<file path="src/hdl/stc_pkg.sv">
package stc_pkg;
	// Block dimensions
	localparam int NEV = 6;
	localparam int NST = 8;
	localparam int NIO = 4;
	localparam int NMR = 5;
	localparam int HALF = 16;

	// Register byte offsets
	localparam logic [11:0] A_CFG = 12'h000;
	localparam logic [11:0] A_CTRL = 12'h004;
	localparam logic [11:0] A_MSK0 = 12'h008;
	localparam logic [11:0] A_COUNT = 12'h018;
	localparam logic [11:0] A_STATE = 12'h01C;
	localparam logic [11:0] A_INPUT = 12'h020;
	localparam logic [11:0] A_REGMODE = 12'h024;
	localparam logic [11:0] A_OUTPUT = 12'h028;
	localparam logic [11:0] A_EVFLAG = 12'h02C;
	localparam logic [11:0] A_MR0 = 12'h040;
	localparam logic [11:0] A_MR_END = 12'h054;
	localparam logic [11:0] A_EV0 = 12'h080;
	localparam logic [11:0] A_EV_END = 12'h0E0;
	localparam logic [1:0] EV_STM = 2'h0;
	localparam logic [1:0] EV_CTL = 2'h1;
	localparam logic [1:0] EV_ACT = 2'h2;

	// Field positions
	localparam int CFG_UNIFY = 0;
	localparam int CFG_INCLK = 1;
	localparam int CFG_INSEL = 2;
	localparam int CFG_ALIM = 4;
	localparam int CT_STOP = 0;
	localparam int CT_HALT = 1;
	localparam int CT_BIDIR = 2;
	localparam int CT_CLR = 3;

	// Reset values and write masks
	localparam logic [5:0] RST_CFG = 6'h00;
	localparam logic [31:0] MSK_WORD = 32'h003F_003F;
	localparam logic [1:0] RST_HALT = 2'h3;

	typedef enum logic [1:0] {
		STC_IO_LOW, STC_IO_RISE, STC_IO_FALL, STC_IO_HIGH
	} stc_iocond_t;
	typedef enum logic [1:0] {
		STC_CB_OR, STC_CB_MATCH, STC_CB_IO, STC_CB_AND
	} stc_comb_t;
	typedef enum logic [1:0] {
		STC_DIR_ANY, STC_DIR_UP, STC_DIR_DOWN, STC_DIR_NONE
	} stc_dir_t;

	// Event control word, LSB is msel
	typedef struct packed {
		stc_dir_t dir;
		logic hold;
		logic [2:0] stv;
		logic stld;
		stc_comb_t comb;
		stc_iocond_t cond;
		logic isout;
		logic [1:0] iosel;
		logic half;
		logic [2:0] msel;
	} stc_evctl_t;

	// Event action word, LSB is toggle mask
	typedef struct packed {
		logic dma;
		logic irq;
		logic [4:0] cap;
		logic [3:0] tog;
	} stc_evact_t;
endpackage

</file>
<file path="src/hdl/stc_core.sv">
`timescale 1ns/10ps
// Overview of operation
// - Six events, eight states, four inputs and four outputs.
// - One 32-bit counter or two 16-bit halves on one shared tick.
// - Counter tick from system clock or a chosen input's rising edge.
// - Each counter counts up only or up then down.
// - Five registers, each set as match or capture.
// - Match can interrupt, stop, limit, halt, reverse or toggle outputs.
// - Capture copies counter value on a configured event.
// - Four PWM outputs sharing one period, each own duty.
// - Event is match, input/output edge or level, or combination.
// - Events may limit, halt, start, stop or reverse a counter.
// - Events drive state changes, toggles, interrupt and DMA requests.
// - Match register zero may act as automatic limit.
// - In up-down mode events qualify by count direction.
// - Match may be held until the event's other condition arrives.
// - Each event has a per-state enable mask.
// - Enabled event may load a programmed new state.
// - State survives counter wrap and limit.
// - Outputs ORed with other timers' matches form ADC trigger.
// - With one state the block is a plain timer.
module stc_core (
	input wire logic clk_in, // System clock
	input wire logic rst_in, // Sync reset, high
	input wire logic psel_in, // APB select
	input wire logic penable_in, // APB enable
	input wire logic pwrite_in, // APB write
	input wire logic [11:0] paddr_in, // APB byte address
	input wire logic [31:0] pwdata_in, // APB write data
	output logic [31:0] prdata_out, // APB read data
	output logic pready_out, // APB ready
	output logic pslverr_out, // APB error, unmapped
	input wire logic [stc_pkg::NIO-1:0] pin_in, // Async inputs
	input wire logic [stc_pkg::NIO-1:0] gp_match_in, // Other timers
	output logic [stc_pkg::NIO-1:0] pin_out, // Timer outputs
	output logic adc_trig_out, // ADC trigger
	output logic irq_out, // Interrupt level
	output logic [stc_pkg::NEV-1:0] dma_req_out // DMA pulses
);
	localparam int NEV = stc_pkg::NEV;
	localparam int NIO = stc_pkg::NIO;
	localparam int NMR = stc_pkg::NMR;

	logic [NIO-1:0] s1_q, s2_q, s3_q, in_q, inp_q, in_d;
	logic [NIO-1:0] out_q, outp_q, out_d, tg;
	logic [5:0] cfg_q;
	logic [31:0] msk_q [4];
	logic [31:0] mr_q [NMR];
	logic [NMR-1:0] capm_q, cp;
	logic [7:0] evs_q [NEV];
	stc_pkg::stc_evctl_t evc_q [NEV];
	stc_pkg::stc_evact_t eva_q [NEV];
	logic [15:0] cnt_q [2];
	logic [15:0] nxt [2];
	logic [2:0] state_q [2];
	logic [2:0] state_d [2];
	logic [1:0] dir_q, stop_q, halt_q, bid_q;
	logic [1:0] adv, run, lim, clr, hset, sset, sclr;
	logic [NEV-1:0] ev, ev_hi, ev_irq, ev_dma, flag_q, mlat_q;
	logic [NMR-1:0] mtq [2];
	logic [31:0] prdata_q, rd;
	logic pready_q, pslverr_q, irq_q, adc_q;
	logic [NEV-1:0] dma_q;

	// Counter step: returns {direction, count}
	function automatic logic [32:0] stc_step(logic [31:0] c, logic bid,
		logic dn, logic lm);
		logic [32:0] r;
		r = {dn, c + 32'h1};
		if (bid) begin
			if (!dn && lm) begin
				r = {1'b1, c - 32'h1};
			end else if (dn && c == 32'h0) begin
				r = {1'b0, c + 32'h1};
			end else if (dn) begin
				r = {1'b1, c - 32'h1};
			end
		end else if (lm) begin
			r = {1'b0, 32'h0};
		end
		return r;
	endfunction

	// Event register index from address
	function automatic logic [2:0] stc_evix(logic [11:0] a);
		return 3'((a - stc_pkg::A_EV0) >> 4);
	endfunction

	// APB decode; one wait state, so ready comes from a flop
	logic acc, wr, a_ev, a_mr, hit;
	logic [11:0] a;
	logic [2:0] ei, mi;
	logic [1:0] sub;
	assign a = paddr_in;
	assign acc = psel_in & penable_in & ~pready_q;
	// Refused addresses must not write, unaligned ones included
	assign wr = psel_in & penable_in & pready_q & pwrite_in & hit;
	assign a_ev = (a >= stc_pkg::A_EV0) && (a < stc_pkg::A_EV_END);
	assign a_mr = (a >= stc_pkg::A_MR0) && (a < stc_pkg::A_MR_END);
	assign ei = stc_evix(a);
	assign mi = 3'((a - stc_pkg::A_MR0) >> 2);
	assign sub = a[3:2];
	assign hit = (a[1:0] == 2'h0) && ((a_ev && sub != 2'h3) || a_mr ||
		(a <= stc_pkg::A_EVFLAG));

	// Per-register write strobes
	logic w_cfg, w_ctrl, w_cnt, w_st, w_rm, w_out, w_flg;
	assign w_cfg = wr && a == stc_pkg::A_CFG;
	assign w_ctrl = wr && a == stc_pkg::A_CTRL;
	assign w_cnt = wr && a == stc_pkg::A_COUNT;
	assign w_st = wr && a == stc_pkg::A_STATE;
	assign w_rm = wr && a == stc_pkg::A_REGMODE;
	assign w_out = wr && a == stc_pkg::A_OUTPUT;
	assign w_flg = wr && a == stc_pkg::A_EVFLAG;

	// Pin inputs: three stages, change taken once stages 2 and 3 agree
	assign in_d = (~(s2_q ^ s3_q) & s3_q) | ((s2_q ^ s3_q) & in_q);
	always_ff @(posedge clk_in) begin
		if (rst_in) begin
			s1_q <= '0;
			s2_q <= '0;
			s3_q <= '0;
			in_q <= '0;
			inp_q <= '0;
		end else begin
			s1_q <= pin_in;
			s2_q <= s1_q;
			s3_q <= s2_q;
			in_q <= in_d;
			inp_q <= in_q;
		end
	end

	// Counter tick and run qualifiers; halves share the tick
	logic unify, tick;
	logic [1:0] isel;
	assign unify = cfg_q[stc_pkg::CFG_UNIFY];
	assign isel = cfg_q[stc_pkg::CFG_INSEL +: 2];
	assign tick = cfg_q[stc_pkg::CFG_INCLK] ?
		(in_q[isel] & ~inp_q[isel]) : 1'b1;
	assign run[0] = ~stop_q[0] & ~halt_q[0];
	assign run[1] = unify ? run[0] : (~stop_q[1] & ~halt_q[1]);
	assign adv = {2{tick}} & run;

	// Match compare on current value; a capture register never matches
	logic [31:0] c32;
	assign c32 = {cnt_q[1], cnt_q[0]};
	for (genvar i = 0; i < NMR; i++) begin : g_mt
		assign mtq[0][i] = adv[0] & ~capm_q[i] & (unify ?
			(c32 == mr_q[i]) : (cnt_q[0] == mr_q[i][15:0]));
		assign mtq[1][i] = adv[1] & ~capm_q[i] & ~unify &
			(cnt_q[1] == mr_q[i][31:16]);
	end

	// Event logic, one slice per event
	for (genvar e = 0; e < NEV; e++) begin : g_ev
		stc_pkg::stc_evctl_t c;
		logic h, m, sig, prv, io, term, dok;
		logic [7:0] mv;
		assign c = evc_q[e];
		assign h = unify ? 1'b0 : c.half;
		assign mv = {3'h0, mtq[h]};
		assign m = mv[c.msel] | (c.hold & mlat_q[e]);
		assign sig = c.isout ? out_q[c.iosel] : in_q[c.iosel];
		assign prv = c.isout ? outp_q[c.iosel] : inp_q[c.iosel];
		assign io = (c.cond == stc_pkg::STC_IO_HIGH) ? sig :
			(c.cond == stc_pkg::STC_IO_RISE) ? (sig & ~prv) :
			(c.cond == stc_pkg::STC_IO_FALL) ? (~sig & prv) : ~sig;
		assign term = (c.comb == stc_pkg::STC_CB_OR) ? (m | io) :
			(c.comb == stc_pkg::STC_CB_MATCH) ? m :
			(c.comb == stc_pkg::STC_CB_IO) ? io : (m & io);
		assign dok = (c.dir == stc_pkg::STC_DIR_ANY) ||
			(c.dir == stc_pkg::STC_DIR_UP && !dir_q[h]) ||
			(c.dir == stc_pkg::STC_DIR_DOWN && dir_q[h]);
		// A halted half is frozen until software releases it
		assign ev[e] = evs_q[e][state_q[h]] & dok & ~halt_q[h] &
			term;
		assign ev_hi[e] = h;
		assign ev_irq[e] = eva_q[e].irq;
		assign ev_dma[e] = eva_q[e].dma;
	end

	// Counter controls from events, per half
	for (genvar k = 0; k < 2; k++) begin : g_hc
		logic [NEV-1:0] mine;
		assign mine = ev & (k == 1 ? ev_hi : ~ev_hi);
		assign lim[k] = |(mine & msk_q[0][16*k +: NEV]) |
			(cfg_q[stc_pkg::CFG_ALIM + k] & mtq[k][0]);
		assign hset[k] = |(mine & msk_q[1][16*k +: NEV]);
		assign sset[k] = |(mine & msk_q[2][16*k +: NEV]);
		assign sclr[k] = |(mine & msk_q[3][16*k +: NEV]);
	end

	// Next count; the 32-bit form steps through half zero's controls
	logic [32:0] stp0, stp1;
	assign stp0 = stc_step(unify ? c32 : {16'h0, cnt_q[0]}, bid_q[0],
		dir_q[0], lim[0]);
	assign stp1 = stc_step({16'h0, cnt_q[1]}, bid_q[1], dir_q[1], lim[1]);
	assign nxt[0] = stp0[15:0];
	assign nxt[1] = unify ? stp0[31:16] : stp1[15:0];
	assign clr[0] = w_ctrl & pwdata_in[stc_pkg::CT_CLR];
	assign clr[1] = w_ctrl & pwdata_in[unify ? stc_pkg::CT_CLR :
		stc_pkg::HALF + stc_pkg::CT_CLR];

	// Counter and direction
	always_ff @(posedge clk_in) begin
		if (rst_in) begin
			cnt_q <= '{default: 16'h0};
			dir_q <= 2'h0;
		end else begin
			for (int k = 0; k < 2; k++) begin
				if (clr[k]) begin
					cnt_q[k] <= 16'h0;
					dir_q[k] <= 1'b0;
				end else if (w_cnt) begin
					cnt_q[k] <= pwdata_in[16*k +: 16];
				end else if (adv[k]) begin
					cnt_q[k] <= nxt[k];
					dir_q[k] <= (k == 0) ? stp0[32] : stp1[32];
				end
			end
		end
	end

	// Run controls; event sets win over software, stop over start
	always_ff @(posedge clk_in) begin
		if (rst_in) begin
			halt_q <= stc_pkg::RST_HALT;
			stop_q <= 2'h0;
			bid_q <= 2'h0;
		end else begin
			for (int k = 0; k < 2; k++) begin
				if (w_ctrl) begin
					halt_q[k] <= pwdata_in[16*k + stc_pkg::CT_HALT] | hset[k];
					stop_q[k] <= pwdata_in[16*k + stc_pkg::CT_STOP] | sset[k];
					bid_q[k] <= pwdata_in[16*k + stc_pkg::CT_BIDIR];
				end else begin
					halt_q[k] <= halt_q[k] | hset[k];
					stop_q[k] <= sset[k] | (stop_q[k] & ~sclr[k]);
				end
			end
		end
	end

	// State load, later event wins; no clear on wrap or limit
	always_comb begin
		state_d = state_q;
		if (w_st) begin
			state_d[0] = pwdata_in[2:0];
			state_d[1] = pwdata_in[18:16];
		end
		for (int e = 0; e < NEV; e++) begin
			if (ev[e] && evc_q[e].stld) begin
				state_d[ev_hi[e]] = evc_q[e].stv;
			end
		end
	end

	// Output toggles and capture requests gathered from events
	always_comb begin
		tg = '0;
		cp = '0;
		for (int e = 0; e < NEV; e++) begin
			if (ev[e]) begin
				tg = tg | eva_q[e].tog;
				cp = cp | eva_q[e].cap;
			end
		end
	end
	assign out_d = (w_out ? pwdata_in[NIO-1:0] : out_q) ^ tg;

	// State, outputs, match hold and flags
	always_ff @(posedge clk_in) begin
		if (rst_in) begin
			state_q <= '{default: 3'h0};
			out_q <= '0;
			outp_q <= '0;
			mlat_q <= '0;
			flag_q <= '0;
		end else begin
			state_q <= state_d;
			out_q <= out_d;
			outp_q <= out_q;
			for (int e = 0; e < NEV; e++) begin
				mlat_q[e] <= ~ev[e] & (mlat_q[e] |
					mtq[ev_hi[e]][evc_q[e].msel % NMR] &
					(evc_q[e].msel < 3'(NMR)));
			end
			flag_q <= (flag_q & ~(w_flg ? pwdata_in[NEV-1:0] : '0)) | ev;
		end
	end

	// Match / capture registers
	always_ff @(posedge clk_in) begin
		if (rst_in) begin
			mr_q <= '{default: 32'h0};
			capm_q <= '0;
		end else begin
			if (w_rm) begin
				capm_q <= pwdata_in[NMR-1:0];
			end
			for (int i = 0; i < NMR; i++) begin
				if (capm_q[i] && cp[i]) begin
					mr_q[i] <= c32;
				end else if (wr && a_mr && mi == 3'(i)) begin
					mr_q[i] <= pwdata_in;
				end
			end
		end
	end

	// Configuration and per-event words
	always_ff @(posedge clk_in) begin
		if (rst_in) begin
			cfg_q <= stc_pkg::RST_CFG;
			msk_q <= '{default: 32'h0};
			evs_q <= '{default: 8'h0};
			evc_q <= '{default: '0};
			eva_q <= '{default: '0};
		end else begin
			if (w_cfg) begin
				cfg_q <= pwdata_in[5:0];
			end
			for (int k = 0; k < 4; k++) begin
				if (wr && a == stc_pkg::A_MSK0 + 12'(4*k)) begin
					msk_q[k] <= pwdata_in & stc_pkg::MSK_WORD;
				end
			end
			if (wr && a_ev && sub == stc_pkg::EV_STM) begin
				evs_q[ei] <= pwdata_in[7:0];
			end
			if (wr && a_ev && sub == stc_pkg::EV_CTL) begin
				evc_q[ei] <= pwdata_in[$bits(stc_pkg::stc_evctl_t)-1:0];
			end
			if (wr && a_ev && sub == stc_pkg::EV_ACT) begin
				eva_q[ei] <= pwdata_in[$bits(stc_pkg::stc_evact_t)-1:0];
			end
		end
	end

	// Read data selection
	always_comb begin
		rd = 32'h0;
		if (a_ev) begin
			unique case (sub)
				stc_pkg::EV_STM: rd = {24'h0, evs_q[ei]};
				stc_pkg::EV_CTL: rd = 32'(evc_q[ei]);
				stc_pkg::EV_ACT: rd = 32'(eva_q[ei]);
				default: rd = 32'h0;
			endcase
		end else if (a_mr) begin
			rd = mr_q[mi];
		end else begin
			unique case (a)
				stc_pkg::A_CFG: rd = {26'h0, cfg_q};
				stc_pkg::A_CTRL: rd = {13'h0, bid_q[1], halt_q[1], stop_q[1],
					13'h0, bid_q[0], halt_q[0], stop_q[0]};
				stc_pkg::A_COUNT: rd = c32;
				stc_pkg::A_STATE: rd = {13'h0, state_q[1], 13'h0, state_q[0]};
				stc_pkg::A_INPUT: rd = {20'h0, out_q, 4'h0, in_q};
				stc_pkg::A_REGMODE: rd = {27'h0, capm_q};
				stc_pkg::A_OUTPUT: rd = {28'h0, out_q};
				stc_pkg::A_EVFLAG: rd = {26'h0, flag_q};
				default: rd = (a >= stc_pkg::A_MSK0 && a < stc_pkg::A_COUNT) ?
					msk_q[a[3:2] - 2'h2] : 32'h0;
			endcase
		end
	end

	// Bus answer and registered side outputs
	always_ff @(posedge clk_in) begin
		if (rst_in) begin
			pready_q <= 1'b0;
			pslverr_q <= 1'b0;
			prdata_q <= 32'h0;
			irq_q <= 1'b0;
			dma_q <= '0;
			adc_q <= 1'b0;
		end else begin
			pready_q <= acc;
			pslverr_q <= acc & ~hit;
			prdata_q <= (acc && !pwrite_in) ? (hit ? rd : 32'h0) : prdata_q;
			irq_q <= |(flag_q & ev_irq);
			dma_q <= ev & ev_dma;
			adc_q <= |(out_q | gp_match_in);
		end
	end

	assign prdata_out = prdata_q;
	assign pready_out = pready_q;
	assign pslverr_out = pslverr_q;
	assign pin_out = out_q;
	assign irq_out = irq_q;
	assign dma_req_out = dma_q;
	assign adc_trig_out = adc_q;
endmodule // stc_core

</file>
<file path="config.mk">
export PLATFORM = sky130hd
export DESIGN_NAME = stc_core
export DESIGN_NICKNAME = d
export VERILOG_FILES = /design/src/hdl/stc_pkg.sv /design/src/hdl/stc_core.sv
export SDC_FILE = /design/constraint.sdc
export NUM_CORES = 2
export LEC_CHECK = 0
export BUFFER_PORTS_ARGS = -buffer_cell sky130_fd_sc_hd__buf_2
export CORE_MARGIN = 3
export CORE_UTILIZATION = 45
export DETAILED_ROUTE_END_ITERATION = 8
export GPL_TIMING_DRIVEN = 0
export MAX_ROUTING_LAYER = met4
export SLEW_MARGIN = 15
export SYNTH_ARGS = -nofsm -noshare
export SYNTH_HDL_FRONTEND = slang
export SYNTH_SLANG_ARGS = --single-unit
export TNS_END_PERCENT = 50
</file>
<file path="constraint.sdc">
create_clock -name clk_in -period 11.19 [get_ports clk_in]
set_input_delay 1.119 -clock clk_in [delete_from_list [all_inputs] [get_ports clk_in]]
set_output_delay 1.119 -clock clk_in [all_outputs]
set_load 0.005 [all_outputs]
</file>
==> results.py <==
metrics = {
    "synth": {
        "synth-simple-area-share_pct": 19.5,
        "synthAdderAreaFrac_pct": 0.639,
        "synth_xor_area_share_pct": 5.54,
        "syn_inst": 4357,
        "yosys_warnings": 0,
        "synth_cell_types": 94,
        "synth-compound-area-share_pct": 18.6,
        "avgSynthCellArea_um2": 8.09,
        "syn-num-nets": 4432,
        "synth_top_family_by_area": "simple AND/OR/NAND/NOR gates",
        "ys_ff_latch": 569,
        "synth.cell_area_um2": 35200,
        "ys_seq_area_share_pct": 32.3,
        "async_reset_ff_share_pct": 0,
        "yosys-top-cells-area": "dfxtp_1, mux2i_1, a21oi_1",
        "synth_top_area_share_pct": 32.3,
        "synth_edf_count": 0,
        "synth_ff_type": "dfxtp_1",
        "synth_mux_area_share_pct": 18.1,
        "yosys.area.top_type": "dfxtp_1",
    },
    "grt": {
        "grt.met3_usage_pct": 9.79,
        "globalRouteOverflowTotal": 0,
        "grt_pass1_wl_um": 268000,
        "busiest_layer": "met2",
        "grt_pass1_vias": 35000,
        "grt_usage_pct": 47.1,
        "grtUsageMet1_pct": 56.5,
        "grt_antenna_before_repair": 7,
        "grt_util_met2_pct": 69.0,
        "grt_max_degree": 14,
    },
    "place": {
        "portBuffers": 86,
        "routabilityCongestion": 1.04,
        "dp_hpwl_um": 149000,
    },
    "cells_and_area": {
        "area_delta_synth_final_pct": 12.0,
        "layout-drive-gt1-share_pct": 9.51,
        "fin_nets": 4597,
        "fin_util_pct": 51.4,
    },
    "sta": {
        "maxSlewHeadroom_pct": 6.14,
        "max_freq_mhz": 133,
        "rsz0062_at_grt": "false",
        "finalCritPeriodShare_pct": 67.4,
        "maxSlewViolCount": 0,
        "skew_ns": 0.0508,
        "finalHoldViolations": 0,
        "setup_viol": 0,
        "tightestPinTransition_ns": 1.41,
        "setup_tns_ns": 0,
        "layout_min_cycle_time_ns": 7.54,
    },
    "detailed_routing": {
        "post_drt_via_cell_ratio": 6.71,
        "wire_per_inst_um": 34.4,
        "drtAntennaViolNets": 0,
        "wl_um": 193000,
        "vias": 37600,
        "dr.pass1.iters": 7,
        "drt_iter0_markers": 5649,
        "drc_errors": 0,
    },
    "run_status": {
        "outcome": "completed",
    },
    "cts": {
        "ctsHoldBuffers": 0,
        "clock_path_buffers": 3,
        "cts_max_level": 3,
        "cts-root-buf": "clkbuf_16",
        "clock_sinks": 569,
        "cts_setup_buffers": 0,
        "clk_pin_slew_ns": 0.06,
        "cts_made_buffers": 69,
        "clk_latency_ns": 0.68,
        "cts_tree": "done",
        "cts_resized": 0,
    },
    "worst_setup_path": {
        "crit_arrival_ns": 7.99,
        "crit_required_ns": 11.64,
        "cp_max_fo": 10,
        "worst-setup-path-type": "reg -> reg",
        "cp-end-kind": "flip-flop",
        "critPathLaunchType": "flip-flop",
    },
    "floorplan": {
        "start_util_pct": 45.9,
        "rows": 101,
        "die-area_um2": 81700,
        "io_pins": 103,
        "die_y_um": 286,
        "chipWidth_um": 286,
        "core_um2": 76700,
    },
    "power": {
        "powerDensity_nw_per_um2": 118,
        "p_leak_nw": 15.5,
        "ir_drop_mv": 0.117,
    },
    "worst_hold_path": {
        "holdCritPathClass": "reg -> reg",
    },
    "run": {
        "maxCapViolCount": 0,
    },
}
## worst max-delay path, stage by stage, from the launching register on
cell and delay (ns):
dfxtp_1 0.29, clkbuf_1 0.33, nor2_1 0.71, nand3_1 0.67, a2111oi_4 1.08, a22o_1 0.28
o221ai_1 0.30, a21boi_1 0.74, clkbuf_1 0.90, a22oi_1 0.18, nand3_1 0.36, nand2_1 0.63
clkbuf_1 0.53, nor2_1 0.21, a211oi_1 0.07
## metrics by stage
| step | instances | worst slack (ns) | total power [W] | area [um2] | hold slack (ns) |
|---|---|---|---|---|---|
| detailed placement | 5481 | 4.27 | 0.00233 | 37100 | 0.423 |
| floorplan | 4357 | 6.68 | 0.00218 | 35200 | 0.414 |
| global placement | 5473 | 3.72 | 0.00233 | 37000 | 0.422 |
| CTS | 5602 | 4.32 | 0.00463 | 39400 | 0.437 |
| finish | 5610 | 3.65 | 0.00466 | 39400 | 0.434 |
| global route | 5606 | 4.05 | 0.00473 | 39400 | 0.459 |
## cell type report
class	count	area, um2
Antenna cell	8	20.0
Buffer	433	1730
Clock buffer	99	2000
Clock inverter	22	288
Fill cell	7725	37300
Inverter	45	169
Multi-Input combinational cell	3310	22100
Sequential cell	569	11400
Tap cell	1030	1290
Timing Repair Buffer	94	505
## power by group
group | switching (W) | internal [W]
sequential | 0.00000106 | 0.00203
combinational | 0.000223 | 0.0000451
clock | 0.00101 | 0.00135
total | 0.00124 | 0.00342
## synthesized netlist by cell type, types with 23 or more instances
cell and instances:
a211oi_1 109, a21oi_1 450, a221oi_1 55, a22oi_1 67, and2_1 23, and3_1 27
buf_1 38, buf_2 51, clkbuf_1 340, dfxtp_1 569, inv_1 43, mux2_2 32
mux2i_1 385, mux4_2 95, nand2_1 505, nand3_1 143, nand4_1 42, nor2_1 578
nor2b_1 36, nor3_1 73, nor4_1 31, o21ai_0 77, o221ai_1 29, o22ai_1 24
or3_1 24, xnor2_1 131, xor2_1 92
## final timing paths
check               to  startpoint  slack [ns]  depth (start not counted)
min reg2reg    s2_q[2]     s1_q[2]        0.43                          1
max          mr_q[156]   halt_q[0]        3.65                         14
min            s2_q[2]     s1_q[2]        0.43                          1
max reg2reg  mr_q[156]   halt_q[0]        3.65                         14
## flip-flops by register name, indices dropped and copies added, names as in the netlist, 4 cells and up, named ones only
signal       cells
outp_q           4
evc_q          108
cfg_q            6
dma_req_out      6
mr_q           160
c32             32
s2_q             4
msk_q           48
s3_q             4
ev_dma           6
mlat_q           6
flag_q           6
capm_q           5
eva_q           54
inp_q            4
s1_q             4
prdata_out      32
state_q          6
evs_q           48
pin_out          4
ev_irq           6
## metal layers
layer  routed length (um)  vias up
met4                18400        0
met2                82200     2712
met3                20700      793
met1                71800    18200
li1                     -    16000
met5                    0        -
## logic make-up (layout without fill, tap and decap cells)
group	after synthesis	count (layout)
buf+inv	478	693
mux	513	513
simple gates	1553	1553
other cells	0	8
flops	569	569
compound gates	1003	1003
xor+xnor	223	223
fa+ha+maj	18	18
## cell usage in the layout (no fill, tap or decap), drive strengths merged, types with 11 or more instances in the layout
cell type	count
a211oi	110
a21oi	450
a221oi	56
a222oi	11
a22o	12
a22oi	67
a31oi	19
a32oi	11
and2	24
and3	27
buf	186
clkbuf	440
clkinv	11
dfxtp	569
ha	18
inv	48
mux2	33
mux2i	385
mux4	95
nand2	505
nand2b	21
nand3	144
nand4	42
nor2	578
nor2b	36
nor3	75
nor4	35
o211ai	18
o21ai	82
o221ai	29
o22ai	25
or3	24
xnor2	131
xor2	92
Note: power is estimated with default switching activity, not from simulation.
